--- src/shared/tpg_params.svh ---
/*
 Constants of the two-port GPIO block: register indices, widths, bit positions,
 reset values and bus response codes.
 Assumes it is included by bare name before any file that uses the names.
*/
`ifndef TPG_PARAMS_SVH
`define TPG_PARAMS_SVH

// Bus widths.
`define TPG_AW 12
`define TPG_DW 32
`define TPG_SW 4

// Register indices; the byte address is four times the index.
`define TPG_IDX_PA 8'h05
`define TPG_IDX_PC 8'h07
`define TPG_IDX_DA 8'h85
`define TPG_IDX_DC 8'h87
`define TPG_IDX_ANA 8'h40
`define TPG_IDX_PEN 8'h41

// Port and field widths.
`define TPG_PA_W 6
`define TPG_PC_W 8
`define TPG_ANA_W 5
`define TPG_PEN_W 3

// Shared pin positions.
`define TPG_PA_T0CK 4
`define TPG_PA_SS 5
`define TPG_PC_T1O 0
`define TPG_PC_T1I 1
`define TPG_PC_CCP 2
`define TPG_PC_SCK 3
`define TPG_PC_SDI 4
`define TPG_PC_SDO 5

// Peripheral enable bits.
`define TPG_EN_T1 0
`define TPG_EN_CCP 1
`define TPG_EN_SER 2

// Byte lane that carries the merge mask of a write.
`define TPG_MASK_LANE 1

// Reset values.
`define TPG_PA_LATCH_RST 6'h00
`define TPG_PC_LATCH_RST 8'h00
`define TPG_DA_RST 6'h3F
`define TPG_DC_RST 8'hFF
`define TPG_ANA_RST 5'h1F
`define TPG_PEN_RST 3'h0

// Bus responses.
`define TPG_RESP_OKAY 2'h0
`define TPG_RESP_SLVERR 2'h2

`endif

--- src/shared/tpg_pkg.sv ---
/*
 Types of the two-port GPIO block: bus carriers, peripheral carriers and the
 state records of its modules.
 Assumes tpg_params.svh is on the include path.
*/
`include "tpg_params.svh"
`default_nettype none

package tpg_pkg;

   typedef struct packed {
      logic [`TPG_AW-1:0] awaddr;
      logic awvalid;
      logic [`TPG_DW-1:0] wdata;
      logic [`TPG_SW-1:0] wstrb;
      logic wvalid;
      logic bready;
      logic [`TPG_AW-1:0] araddr;
      logic arvalid;
      logic rready;
   } tpg_axil_req_s;

   typedef struct packed {
      logic awready;
      logic wready;
      logic bvalid;
      logic [1:0] bresp;
      logic arready;
      logic rvalid;
      logic [`TPG_DW-1:0] rdata;
      logic [1:0] rresp;
   } tpg_axil_rsp_s;

   typedef struct packed {
      logic ccp_out;
      logic sck_out;
      logic sda_out;
      logic sdo_out;
   } tpg_periph_drive_s;

   typedef struct packed {
      logic t0_clk;
      logic ss_n;
      logic t1_clk;
      logic ccp_in;
      logic sck_in;
      logic sdi_in;
   } tpg_periph_sense_s;

   typedef struct packed {
      logic aw_full;
      logic [`TPG_AW-1:0] aw_addr;
      logic w_full;
      logic [`TPG_DW-1:0] w_data;
      logic [`TPG_SW-1:0] w_strb;
      logic bvalid;
      logic [1:0] bresp;
      logic rvalid;
      logic [`TPG_DW-1:0] rdata;
      logic [1:0] rresp;
   } tpg_slv_state_s;

   typedef struct packed {
      logic [`TPG_PA_W-1:0] pa_latch;
      logic [`TPG_PA_W-1:0] pa_dir;
      logic [`TPG_PC_W-1:0] pc_latch;
      logic [`TPG_PC_W-1:0] pc_dir;
      logic [`TPG_ANA_W-1:0] ana;
      logic [`TPG_PEN_W-1:0] pen;
      tpg_periph_sense_s sense;
   } tpg_state_s;

endpackage

`default_nettype wire

--- src/rtl/tpg_axil_slave.sv ---
/*
 AXI4-Lite slave front end: holds write address and data until both are in,
 then issues one write pulse; answers a read in the cycle after it is taken.
 Assumes the register file answers rd_data, rd_ok and wr_ok combinationally.
*/
`include "tpg_params.svh"
`default_nettype none

module tpg_axil_slave (
   // Clock and reset
   input wire logic aclk,
   input wire logic aresetn,
   // Bus
   input wire tpg_pkg::tpg_axil_req_s axil_req,
   output tpg_pkg::tpg_axil_rsp_s axil_rsp,
   // Register file side
   output logic wr_en,
   output logic [`TPG_AW-1:0] wr_addr,
   output logic [`TPG_DW-1:0] wr_data,
   output logic [`TPG_SW-1:0] wr_strb,
   input wire logic wr_ok,
   output logic rd_en,
   output logic [`TPG_AW-1:0] rd_addr,
   input wire logic [`TPG_DW-1:0] rd_data,
   input wire logic rd_ok
);

   tpg_pkg::tpg_slv_state_s s_reg;
   tpg_pkg::tpg_slv_state_s s_next;

   always_comb begin
      axil_rsp.awready = ~s_reg.aw_full & ~s_reg.bvalid;
      axil_rsp.wready = ~s_reg.w_full & ~s_reg.bvalid;
      axil_rsp.bvalid = s_reg.bvalid;
      axil_rsp.bresp = s_reg.bresp;
      axil_rsp.arready = ~s_reg.rvalid;
      axil_rsp.rvalid = s_reg.rvalid;
      axil_rsp.rdata = s_reg.rdata;
      axil_rsp.rresp = s_reg.rresp;
      wr_en = s_reg.aw_full & s_reg.w_full & ~s_reg.bvalid;
      wr_addr = s_reg.aw_addr;
      wr_data = s_reg.w_data;
      wr_strb = s_reg.w_strb;
      rd_en = axil_req.arvalid & ~s_reg.rvalid;
      rd_addr = axil_req.araddr;
      s_next = s_reg;
      if (axil_req.awvalid && axil_rsp.awready) begin
         s_next.aw_full = 1'b1;
         s_next.aw_addr = axil_req.awaddr;
      end
      if (axil_req.wvalid && axil_rsp.wready) begin
         s_next.w_full = 1'b1;
         s_next.w_data = axil_req.wdata;
         s_next.w_strb = axil_req.wstrb;
      end
      if (wr_en) begin
         s_next.aw_full = 1'b0;
         s_next.w_full = 1'b0;
         s_next.bvalid = 1'b1;
         s_next.bresp = wr_ok ? `TPG_RESP_OKAY : `TPG_RESP_SLVERR;
      end
      if (s_reg.bvalid && axil_req.bready) begin
         s_next.bvalid = 1'b0;
      end
      if (rd_en) begin
         s_next.rvalid = 1'b1;
         s_next.rdata = rd_ok ? rd_data : '0;
         s_next.rresp = rd_ok ? `TPG_RESP_OKAY : `TPG_RESP_SLVERR;
      end
      if (s_reg.rvalid && axil_req.rready) begin
         s_next.rvalid = 1'b0;
      end
   end

   always_ff @(posedge aclk) begin
      if (!aresetn) begin
         s_reg <= '0;
      end else begin
         s_reg <= s_next;
      end
   end

endmodule

`default_nettype wire

--- src/rtl/tpg_pin_mux.sv ---
/*
 Pin multiplexer of ports A and C: chooses between latch and peripheral drive,
 applies direction and overrides, and masks digital reads of analog pins.
 Assumes pin inputs are already synchronous to the system clock.
*/
`include "tpg_params.svh"
`default_nettype none

module tpg_pin_mux (
   // Port state
   input wire logic [`TPG_PA_W-1:0] pa_latch,
   input wire logic [`TPG_PA_W-1:0] pa_dir,
   input wire logic [`TPG_PC_W-1:0] pc_latch,
   input wire logic [`TPG_PC_W-1:0] pc_dir,
   input wire logic [`TPG_ANA_W-1:0] ana,
   input wire logic [`TPG_PEN_W-1:0] pen,
   // Peripheral drive
   input wire tpg_pkg::tpg_periph_drive_s drive,
   // Pins
   input wire logic [`TPG_PA_W-1:0] pa_in,
   output logic [`TPG_PA_W-1:0] pa_out,
   output logic [`TPG_PA_W-1:0] pa_oe,
   input wire logic [`TPG_PC_W-1:0] pc_in,
   output logic [`TPG_PC_W-1:0] pc_out,
   output logic [`TPG_PC_W-1:0] pc_oe,
   // Digital read values
   output logic [`TPG_PA_W-1:0] pa_rd,
   output logic [`TPG_PC_W-1:0] pc_rd
);

   logic [`TPG_PA_W-1:0] ana_map;

   always_comb begin
      // Bit 4 has no analog function, so it never reads as analog.
      ana_map = {ana[`TPG_ANA_W-1], 1'b0, ana[`TPG_ANA_W-2:0]};
      pa_out = pa_latch;
      pa_oe = ~pa_dir;
      pa_out[`TPG_PA_T0CK] = 1'b0;
      pa_oe[`TPG_PA_T0CK] = ~pa_dir[`TPG_PA_T0CK] & ~pa_latch[`TPG_PA_T0CK];
      if (pen[`TPG_EN_SER]) begin
         pa_oe[`TPG_PA_SS] = 1'b0;
      end
      pa_rd = pa_in & ~ana_map;
      pc_out = pc_latch;
      pc_oe = ~pc_dir;
      if (pen[`TPG_EN_T1]) begin
         pc_oe[`TPG_PC_T1O] = 1'b0;
         pc_oe[`TPG_PC_T1I] = 1'b0;
      end
      if (pen[`TPG_EN_CCP]) begin
         pc_out[`TPG_PC_CCP] = drive.ccp_out;
      end
      if (pen[`TPG_EN_SER]) begin
         pc_out[`TPG_PC_SCK] = drive.sck_out;
         pc_out[`TPG_PC_SDI] = drive.sda_out;
         pc_out[`TPG_PC_SDO] = drive.sdo_out;
      end
      pc_rd = pc_in;
   end

endmodule

`default_nettype wire

--- src/rtl/tpg_gpio.sv ---
/*
 Two-port GPIO top: register file for ports A and C behind an AXI4-Lite
 slave, pin sharing with timer, capture/compare, analog and serial functions.
 Assumes the pad ring resolves pin levels from out and oe, and that the
 peripherals drive their pin outputs synchronously to aclk.
*/
// The AXI4-Lite register port was decided locally.
`include "tpg_params.svh"
`default_nettype none

// Overview of operation
// Port A is six bidirectional pins
// Direction one floats the port A pin
// Direction zero drives the latch value
// Data reads pins, writes load latch
// Writes merge sampled pins into latch
// A4 timer clock input, open drain
// A5 doubles as serial slave select
// Analog config picks analog or digital
// Analog pins reset analog, read zero
// Direction bits still govern analog pins
// Enabled peripheral owns its shared pin
// Timer1 pins C0, C1 override direction
// C2 capture/compare keeps its direction
// C3-C5 serial pins keep their direction
// Power reset clears all; others keep latch
// A4 pulls low only when driven zero
module tpg_gpio (
   // Clock and resets
   input wire logic aclk,
   input wire logic aresetn,
   input wire logic soft_resetn,
   // Register bus
   input wire tpg_pkg::tpg_axil_req_s axil_req,
   output tpg_pkg::tpg_axil_rsp_s axil_rsp,
   // Port A pins
   input wire logic [`TPG_PA_W-1:0] pa_in,
   output logic [`TPG_PA_W-1:0] pa_out,
   output logic [`TPG_PA_W-1:0] pa_oe,
   // Port C pins
   input wire logic [`TPG_PC_W-1:0] pc_in,
   output logic [`TPG_PC_W-1:0] pc_out,
   output logic [`TPG_PC_W-1:0] pc_oe,
   // Peripherals
   input wire tpg_pkg::tpg_periph_drive_s periph_drive,
   output tpg_pkg::tpg_periph_sense_s periph_sense
);

   localparam tpg_pkg::tpg_state_s ST_RST = '{
      pa_latch: `TPG_PA_LATCH_RST,
      pa_dir: `TPG_DA_RST,
      pc_latch: `TPG_PC_LATCH_RST,
      pc_dir: `TPG_DC_RST,
      ana: `TPG_ANA_RST,
      pen: `TPG_PEN_RST,
      sense: '0
   };

   tpg_pkg::tpg_state_s s_reg;
   tpg_pkg::tpg_state_s s_next;

   logic wr_en;
   logic [`TPG_AW-1:0] wr_addr;
   logic [`TPG_DW-1:0] wr_data;
   logic [`TPG_SW-1:0] wr_strb;
   logic wr_ok;
   logic rd_en;
   logic [`TPG_AW-1:0] rd_addr;
   logic [`TPG_DW-1:0] rd_data;
   logic rd_ok;
   logic [`TPG_PA_W-1:0] pa_rd;
   logic [`TPG_PC_W-1:0] pc_rd;
   logic use_mask;
   logic [`TPG_PC_W-1:0] wmask;
   logic [`TPG_PC_W-1:0] pa_wide;

   // True when a byte address hits the given register index.
   function automatic logic reg_hit(input logic [`TPG_AW-1:0] addr, input logic [7:0] idx);
      reg_hit = (addr[`TPG_AW-1:2] == {2'h0, idx});
   endfunction

   function automatic logic reg_mapped(input logic [`TPG_AW-1:0] addr);
      reg_mapped = reg_hit(addr, `TPG_IDX_PA) | reg_hit(addr, `TPG_IDX_PC) |
                   reg_hit(addr, `TPG_IDX_DA) | reg_hit(addr, `TPG_IDX_DC) |
                   reg_hit(addr, `TPG_IDX_ANA) | reg_hit(addr, `TPG_IDX_PEN);
   endfunction

   // Masked bits take the new value, the rest take the level sampled on the pin.
   // Without a mask every bit is written, which equals a full-byte merge.
   function automatic logic [`TPG_PC_W-1:0] rmw_merge(input logic [`TPG_PC_W-1:0] pins,
                                                      input logic [`TPG_PC_W-1:0] data,
                                                      input logic [`TPG_PC_W-1:0] mask);
      rmw_merge = (data & mask) | (pins & ~mask);
   endfunction

   tpg_axil_slave u_slave (
      .aclk(aclk),
      .aresetn(aresetn),
      .axil_req(axil_req),
      .axil_rsp(axil_rsp),
      .wr_en(wr_en),
      .wr_addr(wr_addr),
      .wr_data(wr_data),
      .wr_strb(wr_strb),
      .wr_ok(wr_ok),
      .rd_en(rd_en),
      .rd_addr(rd_addr),
      .rd_data(rd_data),
      .rd_ok(rd_ok)
   );

   tpg_pin_mux u_mux (
      .pa_latch(s_reg.pa_latch),
      .pa_dir(s_reg.pa_dir),
      .pc_latch(s_reg.pc_latch),
      .pc_dir(s_reg.pc_dir),
      .ana(s_reg.ana),
      .pen(s_reg.pen),
      .drive(periph_drive),
      .pa_in(pa_in),
      .pa_out(pa_out),
      .pa_oe(pa_oe),
      .pc_in(pc_in),
      .pc_out(pc_out),
      .pc_oe(pc_oe),
      .pa_rd(pa_rd),
      .pc_rd(pc_rd)
   );

   assign periph_sense = s_reg.sense;

   always_comb begin
      wr_ok = reg_mapped(wr_addr);
      rd_ok = reg_mapped(rd_addr);
      rd_data = '0;
      if (reg_hit(rd_addr, `TPG_IDX_PA)) begin
         rd_data[`TPG_PA_W-1:0] = pa_rd;
      end else if (reg_hit(rd_addr, `TPG_IDX_PC)) begin
         rd_data[`TPG_PC_W-1:0] = pc_rd;
      end else if (reg_hit(rd_addr, `TPG_IDX_DA)) begin
         rd_data[`TPG_PA_W-1:0] = s_reg.pa_dir;
      end else if (reg_hit(rd_addr, `TPG_IDX_DC)) begin
         rd_data[`TPG_PC_W-1:0] = s_reg.pc_dir;
      end else if (reg_hit(rd_addr, `TPG_IDX_ANA)) begin
         rd_data[`TPG_ANA_W-1:0] = s_reg.ana;
      end else if (reg_hit(rd_addr, `TPG_IDX_PEN)) begin
         rd_data[`TPG_PEN_W-1:0] = s_reg.pen;
      end
   end

   always_comb begin
      use_mask = wr_strb[`TPG_MASK_LANE];
      wmask = use_mask ? wr_data[2*`TPG_PC_W-1:`TPG_PC_W] : '1;
      pa_wide = rmw_merge({2'h0, pa_rd}, wr_data[`TPG_PC_W-1:0], wmask);
      s_next = s_reg;
      // Peripherals see raw pin levels; analog masking only hides digital reads.
      s_next.sense.t0_clk = pa_in[`TPG_PA_T0CK];
      s_next.sense.ss_n = pa_in[`TPG_PA_SS];
      s_next.sense.t1_clk = pc_in[`TPG_PC_T1O];
      s_next.sense.ccp_in = pc_in[`TPG_PC_CCP];
      s_next.sense.sck_in = pc_in[`TPG_PC_SCK];
      s_next.sense.sdi_in = pc_in[`TPG_PC_SDI];
      if (wr_en && wr_strb[0]) begin
         if (reg_hit(wr_addr, `TPG_IDX_PA)) begin
            // Port A is narrower than the merge, so only its own bits are kept.
            s_next.pa_latch = pa_wide[`TPG_PA_W-1:0];
         end
         if (reg_hit(wr_addr, `TPG_IDX_PC)) begin
            s_next.pc_latch = rmw_merge(pc_rd, wr_data[`TPG_PC_W-1:0], wmask);
         end
         if (reg_hit(wr_addr, `TPG_IDX_DA)) begin
            s_next.pa_dir = wr_data[`TPG_PA_W-1:0];
         end
         if (reg_hit(wr_addr, `TPG_IDX_DC)) begin
            s_next.pc_dir = wr_data[`TPG_PC_W-1:0];
         end
         if (reg_hit(wr_addr, `TPG_IDX_ANA)) begin
            s_next.ana = wr_data[`TPG_ANA_W-1:0];
         end
         if (reg_hit(wr_addr, `TPG_IDX_PEN)) begin
            s_next.pen = wr_data[`TPG_PEN_W-1:0];
         end
      end
      // A warm reset restores configuration but leaves both latches alone.
      if (!soft_resetn) begin
         s_next.pa_dir = `TPG_DA_RST;
         s_next.pc_dir = `TPG_DC_RST;
         s_next.ana = `TPG_ANA_RST;
         s_next.pen = `TPG_PEN_RST;
      end
   end

   always_ff @(posedge aclk) begin
      if (!aresetn) begin
         s_reg <= ST_RST;
      end else begin
         s_reg <= s_next;
      end
   end
endmodule

`default_nettype wire

--- config.mk ---
export PLATFORM = sky130hd
export DESIGN_NAME = tpg_gpio
export DESIGN_NICKNAME = d
export VERILOG_FILES = /design/src/shared/tpg_pkg.sv /design/src/rtl/tpg_axil_slave.sv /design/src/rtl/tpg_pin_mux.sv /design/src/rtl/tpg_gpio.sv
export VERILOG_INCLUDE_DIRS = /design/src /design/src/shared
export SDC_FILE = /design/constraint.sdc
export NUM_CORES = 1
export LEC_CHECK = 0
export ABC_AREA = 1
export BUFFER_PORTS_ARGS = -buffer_cell sky130_fd_sc_hd__buf_2
export CAP_MARGIN = 20
export CORE_MARGIN = 2
export CORE_UTILIZATION = 56
export DETAILED_ROUTE_END_ITERATION = 6
export PLACE_DENSITY = 0.93
export SYNTH_ARGS = -nofsm -noshare
export SYNTH_HDL_FRONTEND = slang
export SYNTH_HIERARCHICAL = 1
export SYNTH_SLANG_ARGS = --single-unit
--- constraint.sdc ---
create_clock -name aclk -period 1.95 [get_ports aclk]
set_input_delay 0.195 -clock aclk [delete_from_list [all_inputs] [get_ports aclk]]
set_output_delay 0.195 -clock aclk [all_outputs]
set_load 0.005 [all_outputs]
==> reports/results.txt, run 1 <==
Post-route ant nets = 0
Clk sink count = 108
Status = completed
1st-iter DRT viols = 422
Post-synthesis cell area = 6140 um2
Worst Max-Slew Pin Slew = 0.746 ns
Switching Fraction = 0.279
Global-route met2 utilization = 0.393
Clock-pin slew on the worst setup and hold paths = 0.10 ns
Share of layout cells above drive strength 1 = 0.196
Mean routed wirelength per cell = 12.4 um
Met3 Use GR = 0.0400
Pin count of the biggest net entering global routing = 38
Max-cap violation count = 0
Nets@finish = 1067
Hold WC Path Type = in -> reg
Clk pwr share = 0.331
Io pins = 161
Setup crit start kind = flop
Detailed Place HPWL = 10100 um
Switching power total = 1.30 mW
Number of setup violations in the final report = 0
Most frequent cells in the layout = nand2_1 (247), buf_2 (135), inv_1 (129), nor2_1 (122), dfxtp_1 (108)
Worst hold slack = 0.0353 ns
Final WL = 14000 um
Synthesis-to-finish area growth = 4.52%
Pwr Density = 724 nW/um2
Max-slew headroom = 0.502
Port Buffer Count = 135
Reg2reg path depth = 7
CP Capture Type = flop
Yosys warnings = 6
Core Area = 10800 um2
Peak VDD IR = 0.000454 V
Most Used Layer, Global Route = met2
Die area = 11800 um2
Period utilisation layout = 0.904
Commonest non-fill, non-tap cell in the layout = nand2_1
Reg2Reg Setup Slack = 0.19 ns
Critical path endpoint = s_reg[14]$_SDFFE_PN1P_
Initial core utilization = 0.569
Crit path kind = reg -> reg
Placed Area = 6190 um2
Max clock buf depth = 2
Rows = 38
Total CTS buffers = 9
RSZ-0062 raised after global routing = no
Arrival @ worst endpoint = 1.97 ns
Clock Root Buffer = clkbuf_8
Length of the first detailed-routing pass in iterations = 5
Internal power = 3.35 mW
Post-CTS Setup Inserts = 0
CTS tree = built
Capturing point of the worst reg2reg path = s_reg[14]$_SDFFE_PN1P_
DR vias/cell = 4.89
Final Instance Area = 6420 um2
Die Ht = 109 um
Total track usage = 0.239
Clock skew = 0.0133 ns
Final Wtd Congestion = 0.973
Setup crit start = u_slave/s_reg[74]$_SDFFE_PP0P_
Tmin final = 1.76 ns
Final Max Tran Viols = 0
Fin. Hold Viols = 0
Met1 usage = 0.314
Total number of vias = 5514
R2r startpoint = u_slave/s_reg[74]$_SDFFE_PP0P_
Sum Neg Setup Slack = 0 ns
Vias in the first global route = 4834
Fmax = 567 MHz
Initial antenna violation count = 0
Congestion Overflow GR = 0
DRC viols = 0
Combinational power share = 0.154
Skew-Pair Late Insertion Delay = 0.36 ns
Global-route wire length before repair = 22400 um
Die Wd = 109 um
Register share of total power = 0.515
Worst Path Required = 2.16 ns
H-Tree Depth = 3
Leak Pwr = 3.60 nW
CP Max Fanout = 15
Hold Path Origin = pa_in[4]
Avg Cell Area, Syn = 6.50 um2
Cells after synthesis = 945
-- per-layer routing --
layer,share of wire,vias to the layer above
li1,-,2814
met3,0.082,38
met4,0.028,0
met5,0,-
met1,0.44,2411
met2,0.45,251
-- per-stage QoR --
step | instances | setup WS (ns) | total power, mW | util
6_report | 1127 | 0.188 | 4.65 | 0.595
2_1_floorplan | 969 | 0.314 | 3.10 | -
5_1_grt | 1126 | 0.00829 | 4.87 | 0.595
4_1_cts | 1126 | 0.0760 | 4.66 | 0.594
3_3_place_gp | 1110 | 0.161 | 3.13 | 0.573
3_5_place_dp | 1110 | 0.0739 | 3.15 | 0.573
-- how the worst min path moves through the flow --
| stage | depth (start not counted) | endpoint |
|---|---|---|
| floorplan | 2 | periph_sense[0]$_SDFF_PN0_ |
| global placement | 3 | periph_sense[5]$_SDFF_PN0_ |
| detailed placement | 3 | periph_sense[5]$_SDFF_PN0_ |
| CTS | 3 | periph_sense[5]$_SDFF_PN0_ |
| global route | 3 | periph_sense[4]$_SDFF_PN0_ |
| finish | 3 | periph_sense[5]$_SDFF_PN0_ |
-- repair_timing --
action / 4_1_cts / 5_1_grt
gates resized for setup: 0 / 1
endpoints found under the setup margin: 0 / 13
hold buffers: 0 / 0
-- area by class of cell --
type	count	area, um2
Fill cell	987	4370
Sequential cell	108	2160
Multi-Input combinational cell	582	2580
Antenna cell	1	2.50
Timing Repair Buffer	149	781
Inverter	131	492
Clock buffer	11	141
Tap cell	140	175
Clock inverter	5	83.8
-- power by group through the flow --
stage / clock network (mW) / logic, mW / registers, mW
3_3_place_gp: 0 / 0.693 / 2.44
6_report: 1.54 / 0.717 / 2.39
2_1_floorplan: 0 / 0.681 / 2.41
3_5_place_dp: 0 / 0.707 / 2.44
5_1_grt: 1.65 / 0.820 / 2.41
4_1_cts: 1.55 / 0.712 / 2.39
-- critical path: stages, from the launching register on --
cell and delay [ns]:
dfxtp_1 0.42, nand2_1 0.10, nor2_2 0.22, nand3_1 0.11
nor2_1 0.27, nand2_2 0.27, nand2_1 0.12, o211ai_1 0.10
No activity file was read; power rests on OpenSTA's default activity.
==> run 2: changes to the inputs <==
==> constraint.sdc (replaced) <==
create_clock -name aclk -period 1.95 [get_ports aclk]
set_input_delay 0.2925 -clock aclk [delete_from_list [all_inputs] [get_ports aclk]]
set_output_delay 0.2925 -clock aclk [all_outputs]
set_load 0.005 [all_outputs]
==> run 2 against run 1 <==
  * Power shrank 2.0%
  * Combinational power grew 0.7%
  * Sequential share of layout area is essentially flat
  * Die area is the same
  * Non-clock buffer count grew 2
  * Sequential power is essentially flat
  * Cell count is essentially flat
  * Final area is essentially flat
  * Highest routed layer unchanged
  * Clock power shrank 6%
  * Maximum frequency shrank 4.1%
  * First-iteration DRC count shrank 9.0%
==> reports/results.txt, run 2 (synthesized netlist as in run 1, its figures left out) <==
Status = completed
Skew-Pair Late Insertion Delay = 0.38 ns (+0.02 ns)
Length of the first detailed-routing pass in iterations = 5 (unchanged)
CP Buf/Inv Count = 0 (unchanged)
CP Max Fanout = 15 (unchanged)
CTS tree = built
Area of the multi-input gates = 2580 um2 (unchanged)
Port Buffer Count = 135 (unchanged)
Most used cell, CP = nand2_1
Initial core utilization = 0.569 (unchanged)
Synthesis-to-finish area growth = 4.42% (about the same)
Pwr Density = 711 nW/um2 (-1.9%)
CP Capture Type = flop
Peak VDD IR = 0.000364 V (-20%)
Clock-pin slew on the worst setup and hold paths = 0.10 ns (about the same)
RSZ-0062 raised after global routing = no
Die Ht = 109 um (unchanged)
Hold WC Path Type = in -> reg
Sum Neg Setup Slack = 0 ns (unchanged)
Fin cells = 1128 (+0.089%)
Place WS = 0.0590 ns (-0.0149 ns)
Worst hold stages = 3 (unchanged)
Share of layout cells above drive strength 1 = 0.198 (+0.00264)
1st-iter DRT viols = 384 (-9.0%)
Worst path depth = 7 (unchanged)
Die area = 11800 um2 (unchanged)
Clock Root Buffer = clkbuf_8
Initial antenna violation count = 0 (unchanged)
CP max-delay cell = dfxtp_1
Global-route wire length before repair = 21900 um (-2.5%)
Filler instances = 1028 (+4.2%)
Period utilisation layout = 0.942 (+0.0387)
Worst Max-Slew Pin Slew = 0.750 ns (+0.00395 ns)
Nets@finish = 1069 (+0.19%)
DRC viols = 0 (unchanged)
Max-slew headroom = 0.500 (-0.00264)
Post-placement cell count = 1112 (+0.18%)
Total power = 4.56 mW (-2.0%)
Crit-path leading delay family = simple AND/OR/NAND/NOR gates
Clk sink count = 108 (unchanged)
Tmin final = 1.84 ns (+0.0755 ns)
Vias in the first global route = 4676 (-3.3%)
Max clock buf depth = 2 (unchanged)
Crit path kind = reg -> reg
Core Area = 10800 um2 (unchanged)
Worst hold slack = 0.125 ns (+0.0901 ns)
Rows = 38 (unchanged)
Congestion Overflow GR = 0 (unchanged)
Setup crit start kind = flop
Number of setup violations in the final report = 0 (unchanged)
Max-cap violation count = 0 (unchanged)
Reg2reg path depth = 7 (unchanged)
Total track usage = 0.234 (-0.00490)
Most frequent cells in the layout = nand2_1 (247), buf_2 (135), inv_1 (129), nor2_1 (122), dfxtp_1 (108)
Detailed Place HPWL = 10100 um (-0.63%)
CP cell instances = nand2_1 -> nor2_2 -> nand3_1 -> nor2_1 -> nand2_2 -> nand2_1 -> o211ai_1
Post-route ant nets = 0 (unchanged)
Clock skew = 0.0155 ns (+0.00225 ns)
Leak Pwr = 3.61 nW (+0.22%)
Pin count of the biggest net entering global routing = 38 (unchanged)
Antenna cell count = 0 (-1)
Final Max Tran Viols = 0 (unchanged)
Io pins = 161 (unchanged)
Final Wtd Congestion = 0.978 (+0.55%)
Final WL = 13800 um (-1.5%)
Commonest non-fill, non-tap cell in the layout = nand2_1
Fin. Hold Viols = 0 (unchanged)
DR vias/cell = 4.81 (-1.7%)
Arrival @ worst endpoint = 2.06 ns (+0.09 ns)
Total CTS buffers = 9 (unchanged)
Fmax = 544 MHz (-4.1%)
Delay of the slowest critical-path stage = 0.43 ns (about the same)
H-Tree Depth = 3 (unchanged)
Total number of vias = 5425 (-1.6%)
Mean routed wirelength per cell = 12.2 um (-1.5%)
Worst Path Required = 2.17 ns (about the same)
Seq. cell area = 2160 um2 (unchanged)
Die Wd = 109 um (unchanged)
Final setup margin = 0.112 ns (-0.0755 ns)
run 2: cell types whose count changed in the layout (fill, tap and decap cells not counted):
cell        delta
bufinv_16      -1
diode_2        -1
buf_4          +2
clkinv_2       +1
clkinvlp_4     -1
clkbuf_1       -1
inv_6          +2
run 2: path summary, 6_finish.rpt:
| path | startpoint | endpoint | slack, ns |
|---|---|---|---|
| worst max-delay path | u_slave/s_reg[74]$_SDFFE_PP0P_ | s_reg[17]$_SDFFE_PN1P_ | 0.11 |
| worst min-delay path | pa_in[5] | periph_sense[4]$_SDFF_PN0_ | 0.13 |
| worst max register to register | u_slave/s_reg[74]$_SDFFE_PP0P_ | s_reg[17]$_SDFFE_PN1P_ | 0.11 |
| worst min register to register | u_slave/axil_rsp[33]$_SDFFE_PN0P_ | u_slave/axil_rsp[33]$_SDFFE_PN0P_ | 0.47 |
run 2: timing repair:
action | in CTS | in global routing
setup endpoints to repair | 0 | 8
resized for setup | 0 | 1
hold buffers | 0 | 0
buffers inserted | 0 | 0
run 2: final cells by class:
type                            count  area share
Tap cell                          140      0.0273
Multi-Input combinational cell    582       0.403
Sequential cell                   108       0.337
Clock inverter                      6      0.0107
Timing Repair Buffer              151       0.124
Clock buffer                       10      0.0215
Inverter                          131      0.0767
run 2: power breakdown:
| part | internal (mW) | switching (mW) | leakage, nW |
|---|---|---|---|
| combinational | 0.270 | 0.451 | 2.62 |
| clock | 0.642 | 0.801 | 0.104 |
| sequential | 2.32 | 0.0752 | 0.886 |
run 2: through the flow:
stage | util | instance area [um2]
6_report | 0.594 | 6410
5_1_grt | 0.594 | 6410
4_1_cts | 0.594 | 6410
3_5_place_dp | 0.575 | 6200
3_3_place_gp | 0.575 | 6200
2_1_floorplan | - | 6230
run 2: worst register-to-register path, cell delays in order (launching register included):
cell      delay [ns]
dfxtp_1         0.43
nand2_1         0.11
nor2_2          0.24
nand3_1         0.11
nor2_1          0.29
nand2_2         0.29
nand2_1         0.13
o211ai_1        0.08
run 2: layer usage:
metal  routed length, um  GRT usage
met5                   0          0
met4                 291     0.0907
met3                 993     0.0359
met2                6180      0.373
met1                6290      0.319
